===== src/pwmc_cfg.svh =====
// constants for the left-aligned pwm channel timer
`ifndef PWMC_CFG_SVH
`define PWMC_CFG_SVH
`define PWMC_W         8
`define PWMC_ZERO      8'h00
`define PWMC_ONE       8'h01
`endif


===== src/pwmc_pkg.sv =====
// types for the left-aligned pwm channel timer
package pwmc_pkg;
    typedef enum logic [0:0] {
        PWMC_UP   = 1'b0,
        PWMC_DOWN = 1'b1
    } pwmc_dir_t;
endpackage


===== src/pwmc_channel.sv =====
// one 8-bit left-aligned pwm channel timer with double-buffered period and duty
//
// Operation
// RULE1: polarity set: start high, low at duty
// RULE2: polarity clear: start low, high at duty
// RULE3: enabled: buffer writes until period end/counter write/disable
// RULE4: disabled: writes go straight to active latches
// RULE5: counter readable without disturbing anything
// RULE6: counter write clears, sets up, loads, restarts
// RULE7: disable holds count; enable resumes from it
// RULE8: disabled, period zero: counter resets next tick
// RULE9: dedicated 8-bit counter, one step per tick
// RULE10: duty match toggles output flip-flop
// RULE11: alignment clear: left-aligned, up count only
// RULE12: period match resets count, output, loads buffers
// RULE13: counts zero to period minus one
// RULE14: duty is high time or low time by polarity
// RULE15: software sets alignment before enabling
// RULE16: software writes counter before enabling for clean start
// RULE17: software writes values then counter to force
// RULE18: enable takes effect at next selected-clock tick
// RULE19: reset: disabled, not counting, direction up
`timescale 1ns/1ps
`default_nettype none
`include "pwmc_cfg.svh"
module pwmc_channel
    import pwmc_pkg::*;
(
    // clock and reset
    input  wire logic                 ref_clk,
    input  wire logic                 srst,
    // selected prescaled clock tick
    input  wire logic                 clk_tick,
    // control bits
    input  wire logic                 channel_enable_bit,
    input  wire logic                 channel_polarity_bit,
    input  wire logic                 center_align_select,
    // register writes
    input  wire logic                 period_wr,
    input  wire logic [`PWMC_W-1:0]   period_wdata,
    input  wire logic                 duty_wr,
    input  wire logic [`PWMC_W-1:0]   duty_wdata,
    input  wire logic                 counter_wr,
    // readback
    output logic      [`PWMC_W-1:0]   channel_counter,
    output logic      [`PWMC_W-1:0]   period_buf_rd,
    output logic      [`PWMC_W-1:0]   duty_buf_rd,
    output logic                      count_down,
    // pin
    output logic                      pwm_out
);
    logic [`PWMC_W-1:0] cnt_reg, cnt_next;
    logic [`PWMC_W-1:0] per_buf_reg, per_buf_next;
    logic [`PWMC_W-1:0] dty_buf_reg, dty_buf_next;
    logic [`PWMC_W-1:0] per_act_reg, per_act_next;
    logic [`PWMC_W-1:0] dty_act_reg, dty_act_next;
    logic               ff_reg, ff_next;
    logic               run_reg, run_next;
    logic               en_d_reg, en_d_next;
    logic               out_reg, out_next;
    pwmc_dir_t          dir_reg, dir_next;
    logic               load;
    logic               per_match;

    // enable only takes hold at a tick edge, so the counter never starts mid-tick
    always_comb begin
        run_next = run_reg;
        if (clk_tick) begin
            run_next = channel_enable_bit; // RULE18
        end
        en_d_next = channel_enable_bit;
    end

    always_comb begin
        // match on count+1 so the counter wraps at period-1
        per_match = ((cnt_reg + `PWMC_ONE) == per_act_reg); // RULE13
        load      = 1'b0;
        cnt_next  = cnt_reg;
        ff_next   = ff_reg;
        dir_next  = PWMC_UP; // RULE11
        per_buf_next = period_wr ? period_wdata : per_buf_reg;
        dty_buf_next = duty_wr ? duty_wdata : dty_buf_reg;
        if (counter_wr) begin
            cnt_next = `PWMC_ZERO; // RULE6
            ff_next  = 1'b0;
            load     = 1'b1;
        end else if (run_reg && channel_enable_bit && clk_tick) begin // RULE7
            // run_reg lags enable until a tick, so gate on the live bit too
            if (per_match || per_act_reg == `PWMC_ZERO) begin
                cnt_next = `PWMC_ZERO; // RULE12
                ff_next  = 1'b0;
                load     = 1'b1;
            end else begin
                cnt_next = cnt_reg + `PWMC_ONE; // RULE9
                if ((cnt_reg + `PWMC_ONE) == dty_act_reg) begin
                    ff_next = ~ff_reg; // RULE10
                end
            end
        end else if (!channel_enable_bit && clk_tick && per_act_reg == `PWMC_ZERO) begin
            cnt_next = `PWMC_ZERO; // RULE8
        end
        // counter held while disabled, except a counter write or a tick with active period zero clears it
        if (!channel_enable_bit && en_d_reg) begin
            load = 1'b1; // RULE3 RULE7
        end
        per_act_next = per_act_reg;
        dty_act_next = dty_act_reg;
        if (load) begin
            per_act_next = per_buf_next; // RULE3
            dty_act_next = dty_buf_next;
        end
        if (!channel_enable_bit) begin
            if (period_wr) begin
                per_act_next = period_wdata; // RULE4
            end
            if (duty_wr) begin
                dty_act_next = duty_wdata; // RULE4
            end
        end
        // boundary cases: no duty, no period, duty at or beyond period
        if (per_act_reg == `PWMC_ZERO) begin
            out_next = ~channel_polarity_bit;
        end else if (dty_act_reg == `PWMC_ZERO || dty_act_reg >= per_act_reg) begin
            out_next = (dty_act_reg != `PWMC_ZERO) ~^ channel_polarity_bit;
        end else begin
            // level is first-half mux of the polarity bit or its inverse, not of the toggle flip-flop
            out_next = (cnt_reg < dty_act_reg) ? channel_polarity_bit : ~channel_polarity_bit; // RULE1 RULE2 RULE14
        end
    end

    always_ff @(posedge ref_clk) begin
        if (srst) begin
            cnt_reg     <= `PWMC_ZERO; // RULE19
            per_buf_reg <= `PWMC_ZERO;
            dty_buf_reg <= `PWMC_ZERO;
            per_act_reg <= `PWMC_ZERO;
            dty_act_reg <= `PWMC_ZERO;
            ff_reg      <= 1'b0;
            run_reg     <= 1'b0;
            en_d_reg    <= 1'b0;
            out_reg     <= 1'b0;
            dir_reg     <= PWMC_UP;
        end else begin
            cnt_reg     <= cnt_next;
            per_buf_reg <= per_buf_next;
            dty_buf_reg <= dty_buf_next;
            per_act_reg <= per_act_next;
            dty_act_reg <= dty_act_next;
            ff_reg      <= ff_next;
            run_reg     <= run_next;
            en_d_reg    <= en_d_next;
            out_reg     <= out_next;
            dir_reg     <= dir_next;
        end
    end

    // readback has no side effect on the count
    assign channel_counter = cnt_reg; // RULE5
    assign period_buf_rd   = per_buf_reg;
    assign duty_buf_rd     = dty_buf_reg;
    assign count_down      = dir_reg;
    assign pwm_out         = out_reg;

    property p_cnt_wr_clears;
        @(posedge ref_clk) disable iff (srst)
        counter_wr |=> (cnt_reg == `PWMC_ZERO && dir_reg == PWMC_UP);
    endproperty
    a_cnt_wr_clears: assert property (p_cnt_wr_clears) else $error("counter write did not clear"); // RULE6

    property p_hold_disabled;
        @(posedge ref_clk) disable iff (srst)
        (!run_reg && !counter_wr && per_act_reg != `PWMC_ZERO) |=> $stable(cnt_reg);
    endproperty
    a_hold_disabled: assert property (p_hold_disabled) else $error("counter moved while stopped"); // RULE7

    property p_below_period;
        @(posedge ref_clk) disable iff (srst)
        (run_reg && per_act_reg != `PWMC_ZERO && cnt_reg < per_act_reg) |=> (cnt_reg < $past(per_act_reg) || $past(load));
    endproperty
    a_below_period: assert property (p_below_period) else $error("counter reached period"); // RULE13

    property p_step;
        @(posedge ref_clk) disable iff (srst)
        (run_reg && channel_enable_bit && clk_tick && !counter_wr && !per_match && per_act_reg != `PWMC_ZERO)
            |=> cnt_reg == $past(cnt_reg) + `PWMC_ONE;
    endproperty
    a_step: assert property (p_step) else $error("counter did not advance"); // RULE9

    property p_dis_stop;
        @(posedge ref_clk) disable iff (srst)
        (!channel_enable_bit && !counter_wr && per_act_reg != `PWMC_ZERO) |=> $stable(cnt_reg);
    endproperty
    a_dis_stop: assert property (p_dis_stop) else $error("counter ran while disabled"); // RULE7

    property p_toggle;
        @(posedge ref_clk) disable iff (srst)
        (run_reg && channel_enable_bit && clk_tick && !counter_wr && dty_act_reg != `PWMC_ZERO
            && dty_act_reg < per_act_reg && (cnt_reg + `PWMC_ONE) == dty_act_reg)
            |=> ##1 pwm_out == ~$past(channel_polarity_bit);
    endproperty
    a_toggle: assert property (p_toggle) else $error("duty match did not flip output"); // RULE10

    property p_dis_direct;
        @(posedge ref_clk) disable iff (srst)
        (!channel_enable_bit && period_wr) |=> per_act_reg == $past(period_wdata);
    endproperty
    a_dis_direct: assert property (p_dis_direct) else $error("disabled write not direct"); // RULE4

    property p_buffered;
        @(posedge ref_clk) disable iff (srst)
        (channel_enable_bit && en_d_reg && !load) |=> $stable(per_act_reg);
    endproperty
    a_buffered: assert property (p_buffered) else $error("active period changed early"); // RULE3

    property p_start_level;
        @(posedge ref_clk) disable iff (srst)
        (cnt_reg == `PWMC_ZERO && dty_act_reg != `PWMC_ZERO && dty_act_reg < per_act_reg)
            |=> pwm_out == $past(channel_polarity_bit);
    endproperty
    a_start_level: assert property (p_start_level) else $error("wrong start level"); // RULE1 RULE2

    property p_up_only;
        @(posedge ref_clk) disable iff (srst)
        !center_align_select |-> dir_reg == PWMC_UP;
    endproperty
    a_up_only: assert property (p_up_only) else $error("direction not up"); // RULE11
endmodule
`default_nettype wire


===== config.mk =====
export PLATFORM = sky130hd
export DESIGN_NAME = pwmc_channel
export DESIGN_NICKNAME = d
export VERILOG_FILES = /design/src/pwmc_pkg.sv /design/src/pwmc_channel.sv
export VERILOG_INCLUDE_DIRS = /design/src
export SDC_FILE = /design/constraint.sdc
export NUM_CORES = 1
export LEC_CHECK = 0
export ABC_AREA = 1
export BUFFER_PORTS_ARGS = -buffer_cell sky130_fd_sc_hd__buf_4
export CAP_MARGIN = 25
export CORE_MARGIN = 2
export CORE_UTILIZATION = 49
export DETAILED_ROUTE_END_ITERATION = 6
export PLACE_DENSITY = 0.77
export SLEW_MARGIN = 10
export SYNTH_ARGS = -nofsm -noshare
export SYNTH_HDL_FRONTEND = slang
export SYNTH_SLANG_ARGS = --single-unit

===== constraint.sdc =====
create_clock -name ref_clk -period 1.9 [get_ports ref_clk]
set_input_delay 0.19 -clock ref_clk [delete_from_list [all_inputs] [get_ports ref_clk]]
set_output_delay 0.19 -clock ref_clk [all_outputs]
set_load 0.05 [all_outputs]

==> results.py, run 1 <==
metrics = {
    "timing": {
        "clock-skew-final_ps": 4.391,
        "finalMaxSlewViolations": 0,
        "rsz0062_at_grt": "yes",
        "fin_hold_ws_ps": 128.3,
        "min_period_ps": 1949,
        "setup_tns_ps": -318.9,
        "finalCritPeriodShare": 1.026,
        "setup_violations": 15,
        "setup_slack_ps": -49.36,
        "report.final.hold_viol_count": 0,
        "max_freq_mhz": 513.0,
    },
    "place": {
        "dp.cells": 476,
        "postPlaceCellArea_sq_um": 3054,
        "place_congestion": 0.8797,
        "port_buffers": 48,
        "dp_slack_ps": -20.39,
        "dp.final_hpwl_mm": 4.714,
    },
    "final_layout": {
        "area_growth_pct": 34.94,
        "drive_above_1_share": 0.3097,
        "final_cell_count_no_fill": 490,
        "fillerInstances": 432,
        "nNetsFinal": 464,
        "stdcell_area_sq_um": 3373,
        "diodes": 0,
    },
    "worst_setup_path": {
        "critPathCaptureType": "flip-flop",
        "reg2reg_from": "channel_counter[0]",
        "reg2reg_depth": 13,
        "crit_top_cell": "nand3_2",
        "worstSetupPathType": "flip-flop to flip-flop",
        "arrival_ps": 2180,
        "r2r-end": "per_act_reg[4]",
        "cp_cell_sequence": "clkinvlp_4 > nor2_4 > nand3_2 > nand3_2 > nand2_1 > nor2_2 > nand3_2 > nand2_2 > nand2_4 > buf_12 > nand3_2 > nand3_1 > a21oi_2",
        "path_max_fanout": 8,
        "crit_required_ps": 2130,
        "max_stage_delay_ps": 400,
        "rrSetupSlack_ps": -50,
        "cp_slowest_cell": "dfxtp_4",
        "startpoint_type": "flip-flop",
    },
    "power": {
        "vdd_drop_max_mv": 0.4824,
        "p_leak_nw": 1.619,
        "powerDensity_nw_per_um2": 666.8,
    },
    "synthesis": {
        "syn_nets": 401,
        "syn_area_sq_um": 2500,
        "netlist_instances": 360,
        "synth_top_area_frac": 0.3443,
        "synth_seq_area_share": 0.3443,
        "synth_area_per_cell_sq_um": 6.944,
        "ys_top_cells_by_area": "dfxtp_1 34%, nand3_1 13%, nand2_1 9.9%",
        "yosysTopAreaCell": "dfxtp_1",
        "ys_types": 34,
        "synth-warning-count": 0,
        "ys_ff_latch": 43,
    },
    "outcome": {
        "status": "finished, violations left",
        "violations": "negative setup slack",
    },
    "min_path": {
        "hp-start": "channel_polarity_bit",
        "hp-class": "input pin to flip-flop",
        "holdPathEnd": "pwm_out",
        "hold_depth": 3,
    },
    "global_routing": {
        "antenna_found_initial": 0,
        "grt_max_degree": 35,
        "grt_use_total": 0.2264,
        "grt_pass1_wl_mm": 9.756,
        "grt_pass1_vias": 2099,
        "grt-ovfl-total": 0,
    },
    "clock_tree": {
        "h-tree-depth": 2,
        "cts_tree": "yes",
        "cts.sinks": 43,
        "numCtsBuffers": 5,
        "cts_buffer_depth": 2,
        "root_buffer": "clkbuf_8",
        "clk_pin_slew_worst_paths_ps": 80,
        "hold_buffers": 0,
        "clkLatencyLatePin_ps": 300,
    },
    "die": {
        "start_util": 0.5190,
        "core_sq_um": 4817,
        "die_h_um": 75.43,
        "chipWidth_um": 75.43,
        "placementRows": 25,
        "pin_count": 51,
        "dieArea_sq_um": 5689,
    },
    "drt": {
        "drt_wl_total_mm": 6.410,
        "via_per_inst": 5.124,
        "ant_nets": 0,
        "drtPass1Iterations": 5,
        "vias": 2511,
        "dr.first_iter.drc_count": 129,
        "routedWlPerCell_um": 13.08,
        "remaining_drc_errors": 0,
    },
    "flow_run": {
        "cap_violations": 0,
    },
}
==> what timing repair did <==
item,CTS,global route
buffers inserted,3,4
endpoints found under the setup margin,3,22
hold endpoints to repair,0,0
pin swaps,1,18
resized for setup,2,36
==> worst max path at each step <==
stage | startpoint | end | slack (ps)
after detailed placement | channel_counter[1] | per_act_reg[4] | -20
after global routing | channel_counter[0] | per_act_reg[4] | -210
after floorplan | channel_counter[4] | per_act_reg[7] | 2
after global placement | channel_counter[1] | per_act_reg[4] | 20
after CTS | channel_counter[1] | per_act_reg[4] | 5
final | channel_counter[0] | per_act_reg[4] | -50
==> metal layers <==
metal | GRT usage | up-vias | share of wire
met5 | 0 | - | 0
met4 | 0.07602 | 0 | 0.017
met3 | 0.04630 | 11 | 0.041
met2 | 0.3469 | 64 | 0.48
met1 | 0.3189 | 1122 | 0.46
li1 | - | 1314 | -
==> synth_stat cells, drive strengths merged <==
master,number
and2,1
o22ai,1
nor4,4
buf,3
mux2i,10
inv,44
a31oi,1
xnor2,1
dfxtp,43
o21a,2
nor3,1
o211ai,1
o221ai,1
ha,16
clkinv,1
nand4,3
xor2,1
or2,1
nand3,64
o21ai,7
clkbuf,9
conb,1
nand2,70
a21boi,1
nor2,34
a21oi,39
==> metrics by stage <==
stage                 util  power (mW)
detailed placement  0.6340       1.535
CTS                 0.6644       2.236
floorplan                -       1.378
finish              0.7003       2.249
global placement    0.6340       1.525
global route        0.7003       2.381
==> logic make-up (layout without fill, tap and decap cells) <==
family                     after synthesis  after routing  share of synthesized area
other                                    1              1                   0.001500
DFF                                     43             43                     0.3443
AOI/OAI and AO/OA                       53             53                     0.1141
buffers and inverters                   57            120                    0.08908
xor gates and xnor gates                 2              2                   0.007008
and+or+nand+nor                        178            178                     0.3238
adders and majority gates               16             16                    0.08008
muxes                                   10             10                    0.04004
==> power by group <==
part           switching, mW  internal [mW]
Clock                  0.312          0.385
Combinational          0.344          0.214
Sequential            0.0425          0.952
Total                  0.698           1.55
==> area by class of cell <==
type                       count  area (sq um)  share of cell area
multi-input combinational    260          1585              0.4700
sequential                    43         878.3              0.2604
timing repair buffer          68         548.0              0.1625
inverter                      45         172.7             0.05119
tap                           67         83.83             0.02485
clock buffer                   5         68.82             0.02040
clock inverter                 2         36.28             0.01076
==> layout by cell type (no fill, tap or decap), types with 2 or more instances in the layout <==
cell type	synthesis	final
ha_1	16	15
nand2_2	2	8
nor2_1	31	28
o21ai_0	6	6
nor4_1	4	4
nand3_1	63	47
nand3_2	1	17
inv_1	44	42
nor2_4	1	2
dfxtp_1	43	35
a21oi_2	1	9
buf_4	2	65
mux2i_1	10	10
dfxtp_4	0	3
nand2_4	2	2
nor2_2	2	4
buf_12	0	3
nand4_1	3	3
clkbuf_8	0	5
a21oi_1	38	30
o21a_1	2	2
nand2_1	66	59
dfxtp_2	0	5
==> critical path, delay by kind of cell (launching register included) <==
| kind | cells | cell delay [ps] |
|---|---|---|
| compound gates | 1 | 160 |
| buf+inv | 2 | 290 |
| flops | 1 | 400 |
| simple gates | 10 | 1010 |
Note: power is estimated with default switching activity, not from simulation.
==> run 2, diff against run 1 <==
--- a/config.mk
+++ b/config.mk
@@ -6,13 +6,12 @@
 export SDC_FILE = /design/constraint.sdc
 export NUM_CORES = 1
 export LEC_CHECK = 0
-export ABC_AREA = 1
 export BUFFER_PORTS_ARGS = -buffer_cell sky130_fd_sc_hd__buf_4
 export CAP_MARGIN = 25
 export CORE_MARGIN = 2
-export CORE_UTILIZATION = 49
+export CORE_UTILIZATION = 50
 export DETAILED_ROUTE_END_ITERATION = 6
-export PLACE_DENSITY = 0.77
+export PLACE_DENSITY = 0.78
 export SLEW_MARGIN = 10
 export SYNTH_ARGS = -nofsm -noshare
 export SYNTH_HDL_FRONTEND = slang
==> run 2 against run 1 <==
  * The flow still finishes with violations (negative setup slack)
  * Utilization up 2.8 points
  * Synthesized area grew 6.3%
  * Count of clock-buffer cells in the layout rose by 2
  * Register-to-register slack lost 230 ps
  * Synthesized cell count down 15%
  * Largest cell class unchanged
==> results.py, run 2 <==
metrics = {
    "min_path": {
        "hp-class": "input pin to flip-flop",
    },
    "drt": {
        "vias": 2546,
        "drtPass1Iterations": 4,
        "ant_nets": 0,
        "remaining_drc_errors": 0,
        "drt_wl_total_mm": 7.067,
        "dr.first_iter.drc_count": 138,
        "via_per_inst": 5.499,
        "routedWlPerCell_um": 15.26,
    },
    "timing": {
        "relSlewSlack": 0.6134,
        "clock-skew-final_ps": 6.991,
        "rsz0062_at_grt": "yes",
        "max_freq_mhz": 458.0,
        "finalCritPeriodShare": 1.149,
        "report.final.hold_viol_count": 0,
        "worst_slew_pin_slew_ps": 577.8,
        "setup_violations": 25,
        "finalMaxSlewViolations": 0,
        "min_period_ps": 2183,
        "setup_slack_ps": -283.2,
    },
    "die": {
        "start_util": 0.5201,
        "pin_count": 51,
        "dieArea_sq_um": 5911,
        "chipWidth_um": 76.89,
        "core_sq_um": 5107,
        "die_h_um": 76.89,
        "placementRows": 26,
    },
    "synthesis": {
        "synth_edf_count": 0,
        "async_flop_share": 0,
        "synth-warning-count": 0,
        "synth.most_common_cell": "dfxtp_1",
        "syn_area_sq_um": 2656,
        "synth_area_per_cell_sq_um": 8.681,
        "ys_types": 51,
        "synth_commonest_cells": "43 x dfxtp_1, 35 x nor2_1, 27 x inv_1, 18 x o211a_1, 17 x mux2i_1",
        "netlist_instances": 306,
        "syn_nets": 347,
        "ys_ff_latch": 43,
        "synth_seq_area_share": 0.3241,
        "yosysTopAreaCell": "dfxtp_1",
        "ys_top_cells_by_area": "dfxtp_1 32%, ha_1 7.5%, o211a_1 6.8%",
        "synth_ff_type": "dfxtp_1",
        "synth_top_area_frac": 0.3241,
    },
    "global_routing": {
        "antenna_found_initial": 0,
        "grt_pass1_wl_mm": 11.77,
        "grt_max_degree": 23,
        "grt-ovfl-total": 0,
        "grt_pass1_vias": 2583,
        "grt_use_total": 0.2436,
    },
    "clock_tree": {
        "h-tree-depth": 2,
        "clk_pin_slew_worst_paths_ps": 90,
        "cts_tree": "yes",
        "clkLatencyLatePin_ps": 300,
        "hold_buffers": 0,
        "cts.sinks": 43,
        "numCtsBuffers": 5,
        "cts_buffer_depth": 2,
        "root_buffer": "clkbuf_8",
    },
    "final_layout": {
        "drive_above_1_share": 0.3893,
        "area_growth_pct": 39.99,
        "fin_util": 0.7281,
        "final_cell_count_no_fill": 463,
        "diodes": 0,
        "final_cell_mix": "90 x buf_4, 34 x dfxtp_1, 32 x nor2_1, 27 x inv_1, 18 x o211a_1",
        "layout_commonest_cell": "buf_4",
        "nNetsFinal": 434,
    },
    "worst_setup_path": {
        "worstSetupPathType": "flip-flop to flip-flop",
        "path_max_fanout": 9,
        "crit_required_ps": 2090,
        "critPathCaptureType": "flip-flop",
        "arrival_ps": 2370,
        "startpoint_type": "flip-flop",
    },
    "place": {
        "dp_slack_ps": -310.4,
        "dp.final_hpwl_mm": 5.013,
        "port_buffers": 48,
        "dp.cells": 450,
        "place_congestion": 0.8158,
    },
    "power": {
        "powerDensity_nw_per_um2": 645.1,
        "p_leak_nw": 1.836,
        "vdd_drop_max_mv": 0.5227,
    },
    "outcome": {
        "status": "finished, violations left",
        "violations": "negative setup slack",
    },
    "flow_run": {
        "cap_violations": 0,
    },
}
## run 2: changes by cell type in the layout (fill, tap and decap cells not counted), moves of 15 or more
cell / previous run / this run
a21oi_1: 30 / 10
buf_4: 65 / 90
inv_1: 42 / 27
nand2_1: 59 / 13
nand3_1: 47 / 4
nand3_2: 17 / 0
o211a_1: 0 / 18
## run 2: worst paths after layout
kind,to,from,cells after the start,slack (ps)
setup / recovery,dty_act_reg[3],channel_counter[1],9,-280
hold / removal,channel_counter[0],counter_wr,2,70
setup reg to reg,dty_act_reg[3],channel_counter[1],9,-280
hold reg to reg,period_buf_rd[3],period_buf_rd[3],2,520
## run 2: logic make-up (layout without fill, tap and decap cells)
logic type      after synthesis  count (layout)  synth area share
simple gates                108             108            0.2204
mux                          19              19           0.07254
other cells                   1               1          0.001412
buf+inv                      45             132           0.07866
flops                        43              43            0.3241
fa+ha+maj                    16              16           0.07536
xor+xnor                      8               8           0.02638
compound gates               66              66            0.2011
## run 2: report_power, final
part | switching [mW] | leakage (nW) | internal (mW)
Clock | 0.317 | 0.0495 | 0.333
Sequential | 0.0617 | 0.360 | 0.958
Combinational | 0.392 | 1.43 | 0.337
## run 2: repair_timing
action                                  4_1_cts  5_1_grt
gates resized for setup                      13       24
setup buffers                                 2        3
endpoints found under the setup margin       25       25
pin swaps                                     9        7
hold endpoints to repair                      0        0
cloned                                        0        1
## run 2: worst max-delay path, stage by stage (launching register included)
cell       delay [ps]
dfxtp_4           370
ha_4              190
nor3b_4           150
o21a_1            160
o31a_1            260
o2111ai_4         130
a21oi_4           140
buf_6             150
or3_4             370
o211a_1           150
## run 2: layer usage
metal	wire (um)	track usage	up-vias	share of wire
met2	3586	0.4281	64	0.51
met3	274	0.04118	10	0.039
met5	0	0	-	0
met4	110	0.08727	0	0.016
met1	3095	0.2980	1212	0.44
li1	-	-	1260	-
## run 2: cell type report
class,instances,area [sq um]
timing repair buffer,98,774.5
clock buffer,7,97.59
fill,392,1389
inverter,27,101.3
tap,70,87.58
multi-input combinational,218,1773
sequential,43,884.6
## run 2: stage by stage
step                      setup TNS (ps)  area, sq um  total power [mW]  hold WS [ps]
after global routing               -7611         3719             2.533         67.83
final                              -5747         3719             2.399         74.44
after CTS                          -4728         3592             2.379         69.51
after global placement             -3854         3411             1.682         389.5
after floorplan                    -3412         2738             1.474         256.9
after detailed placement           -5326         3411             1.707         387.2
==> run 3, diff against run 2 <==
==> constraint.sdc (replaced) <==
create_clock -name ref_clk -period 1.9 [get_ports ref_clk]
set_input_delay 0.19 -clock ref_clk [delete_from_list [all_inputs] [get_ports ref_clk]]
set_output_delay 0.19 -clock ref_clk [all_outputs]
set_load 0.02 [all_outputs]
==> run 3 against run 2 <==
  * The flow still finishes with violations (negative setup slack)
  * Wire length down 2.9%
  * Clock skew barely moved
  * Non-clock buffer count fell by 11
  * Die area stayed put
  * Combinational power is 10% lower
  * Via count decreased by 0.47%
  * Worst hold slack worse by 9.1 ps
  * Count of clock-buffer cells in the layout shrank 2
  * Fmax grew 1.3%
  * Clock power grew 16%
  * Critical path type unchanged
  * Largest cell class unchanged
  * Highest routed layer unchanged
==> results.py, run 3 (synthesized netlist as in run 2, its figures left out) <==
metrics = {
    "power": {
        "powerDensity_nw_per_um2": 672.7,
        "p_total_mw": 2.429,
        "p_leak_nw": 1.795,
        "vdd_drop_max_mv": 0.4251,
    },
    "timing": {
        "max_freq_mhz": 464.1,
        "report.final.hold_viol_count": 0,
        "min_period_ps": 2155,
        "finalCritPeriodShare": 1.134,
        "fin_hold_ws_ps": 65.37,
        "setup_violations": 25,
        "clock-skew-final_ps": 6.768,
        "rsz0062_at_grt": "yes",
        "finalMaxSlewViolations": 0,
        "setup_slack_ps": -254.8,
    },
    "worst_setup_path": {
        "cp_slowest_cell": "dfxtp_4",
        "path_depth": 9,
        "rrSetupSlack_ps": -250,
        "critPathBufInv": 1,
        "startpoint_type": "flip-flop",
        "reg2reg_from": "channel_counter[1]",
        "crit_family": "compound AO/OA/AOI/OAI gates",
        "r2r-end": "per_act_reg[4]",
        "arrival_ps": 2360,
        "cp_cell_sequence": "ha_4 > nor3b_2 > o21a_1 > o31a_1 > o2111ai_4 > a21oi_4 > buf_12 > or3_1 > o211a_1",
        "critPathCaptureType": "flip-flop",
        "reg2reg_depth": 9,
        "path_max_fanout": 13,
        "max_stage_delay_ps": 380,
        "worstSetupPathType": "flip-flop to flip-flop",
        "crit_required_ps": 2100,
    },
    "final_layout": {
        "stdcell_area_sq_um": 3611,
        "regArea_sq_um": 879.6,
        "final_cell_mix": "80 x buf_4, 36 x dfxtp_1, 34 x nor2_1, 27 x inv_1, 18 x o211a_1",
        "layout_commonest_cell": "buf_4",
        "area_growth_pct": 35.94,
        "fillerInstances": 388,
        "drive_above_1_share": 0.3551,
        "diodes": 0,
        "nNetsFinal": 423,
        "final_cell_count_no_fill": 453,
        "multiInputGateArea_sq_um": 1707,
    },
    "drt": {
        "via_per_inst": 5.594,
        "ant_nets": 0,
        "drt_wl_total_mm": 6.864,
        "drtPass1Iterations": 4,
        "vias": 2534,
        "dr.first_iter.drc_count": 99,
        "remaining_drc_errors": 0,
        "routedWlPerCell_um": 15.15,
    },
    "die": {
        "start_util": 0.5201,
        "die_h_um": 76.89,
        "pin_count": 51,
        "dieArea_sq_um": 5911,
        "core_sq_um": 5107,
        "placementRows": 26,
        "chipWidth_um": 76.89,
    },
    "clock_tree": {
        "cts_buffer_depth": 2,
        "numCtsBuffers": 5,
        "h-tree-depth": 2,
        "cts_tree": "yes",
        "clkLatencyLatePin_ps": 310,
        "root_buffer": "clkbuf_8",
        "clk_pin_slew_worst_paths_ps": 90,
        "cts.sinks": 43,
        "hold_buffers": 0,
    },
    "place": {
        "dp_slack_ps": -228.2,
        "place_congestion": 0.8397,
        "dp.cells": 439,
        "postPlaceCellArea_sq_um": 3336,
        "dp.final_hpwl_mm": 4.542,
        "port_buffers": 48,
    },
    "min_path": {
        "hp-class": "input pin to flip-flop",
        "holdPathEnd": "channel_counter[0]",
        "hold_depth": 2,
        "hp-start": "counter_wr",
    },
    "global_routing": {
        "grt_pass1_wl_mm": 11.12,
        "grt-ovfl-total": 0,
        "grt_pass1_vias": 2371,
        "antenna_found_initial": 0,
        "grt_max_degree": 39,
        "grt_use_total": 0.2301,
    },
    "outcome": {
        "status": "finished, violations left",
        "violations": "negative setup slack",
    },
    "flow_run": {
        "cap_violations": 0,
    },
}
run 3: layout make-up:
| cell class | count | share of cell area |
|---|---|---|
| Multi-Input combinational cell | 218 | 0.4726 |
| Timing Repair Buffer | 87 | 0.1992 |
| Inverter | 27 | 0.02807 |
| Tap cell | 70 | 0.02426 |
| Clock buffer | 5 | 0.01906 |
| Sequential cell | 43 | 0.2436 |
| Clock inverter | 3 | 0.01317 |
run 3: repair_timing:
item,CTS,global route
endpoints found under the setup margin,25,25
gates cloned,1,1
pin swaps,10,7
resized for setup,12,12
setup buffers,3,1
run 3: worst reg2reg max path: cells and delay by family (launching register included):
family,cells,cell delay [ps]
AOI/OAI and AO/OA,5,810
and+or+nand+nor,2,520
DFF,1,380
adders and majority gates,1,180
buffers and inverters,1,160
run 3: metrics by stage:
stage	utilization	setup TNS [ps]
floorplan	-	-2191
global placement	0.6531	-3226
detailed placement	0.6531	-4379
CTS	0.6950	-4421
global route	0.7070	-6846
finish	0.7070	-4491
run 3: how the worst max path moves through the flow:
| stage | from | endpoint | slack, ps |
|---|---|---|---|
| global placement | channel_counter[1] | pwm_out | -220 |
| global route | channel_counter[1] | per_act_reg[4] | -340 |
| CTS | channel_counter[1] | dty_act_reg[3] | -230 |
| finish | channel_counter[1] | per_act_reg[4] | -250 |
| detailed placement | channel_counter[1] | dty_act_reg[4] | -230 |
| floorplan | channel_counter[0] | dty_act_reg[0] | -150 |
run 3: power by group:
| group | internal (mW) | switching, mW | total (mW) |
|---|---|---|---|
| registers | 0.959 | 0.0617 | 1.02 |
| logic | 0.327 | 0.328 | 0.655 |
| clock network | 0.399 | 0.355 | 0.753 |
run 3: per-layer routing:
metal	GRT usage	wire, um	vias up
met5	0	0	-
met4	0.09273	155	0
met3	0.04471	394	14
met2	0.3816	3318	77
met1	0.2927	2996	1206
li1	-	-	1237
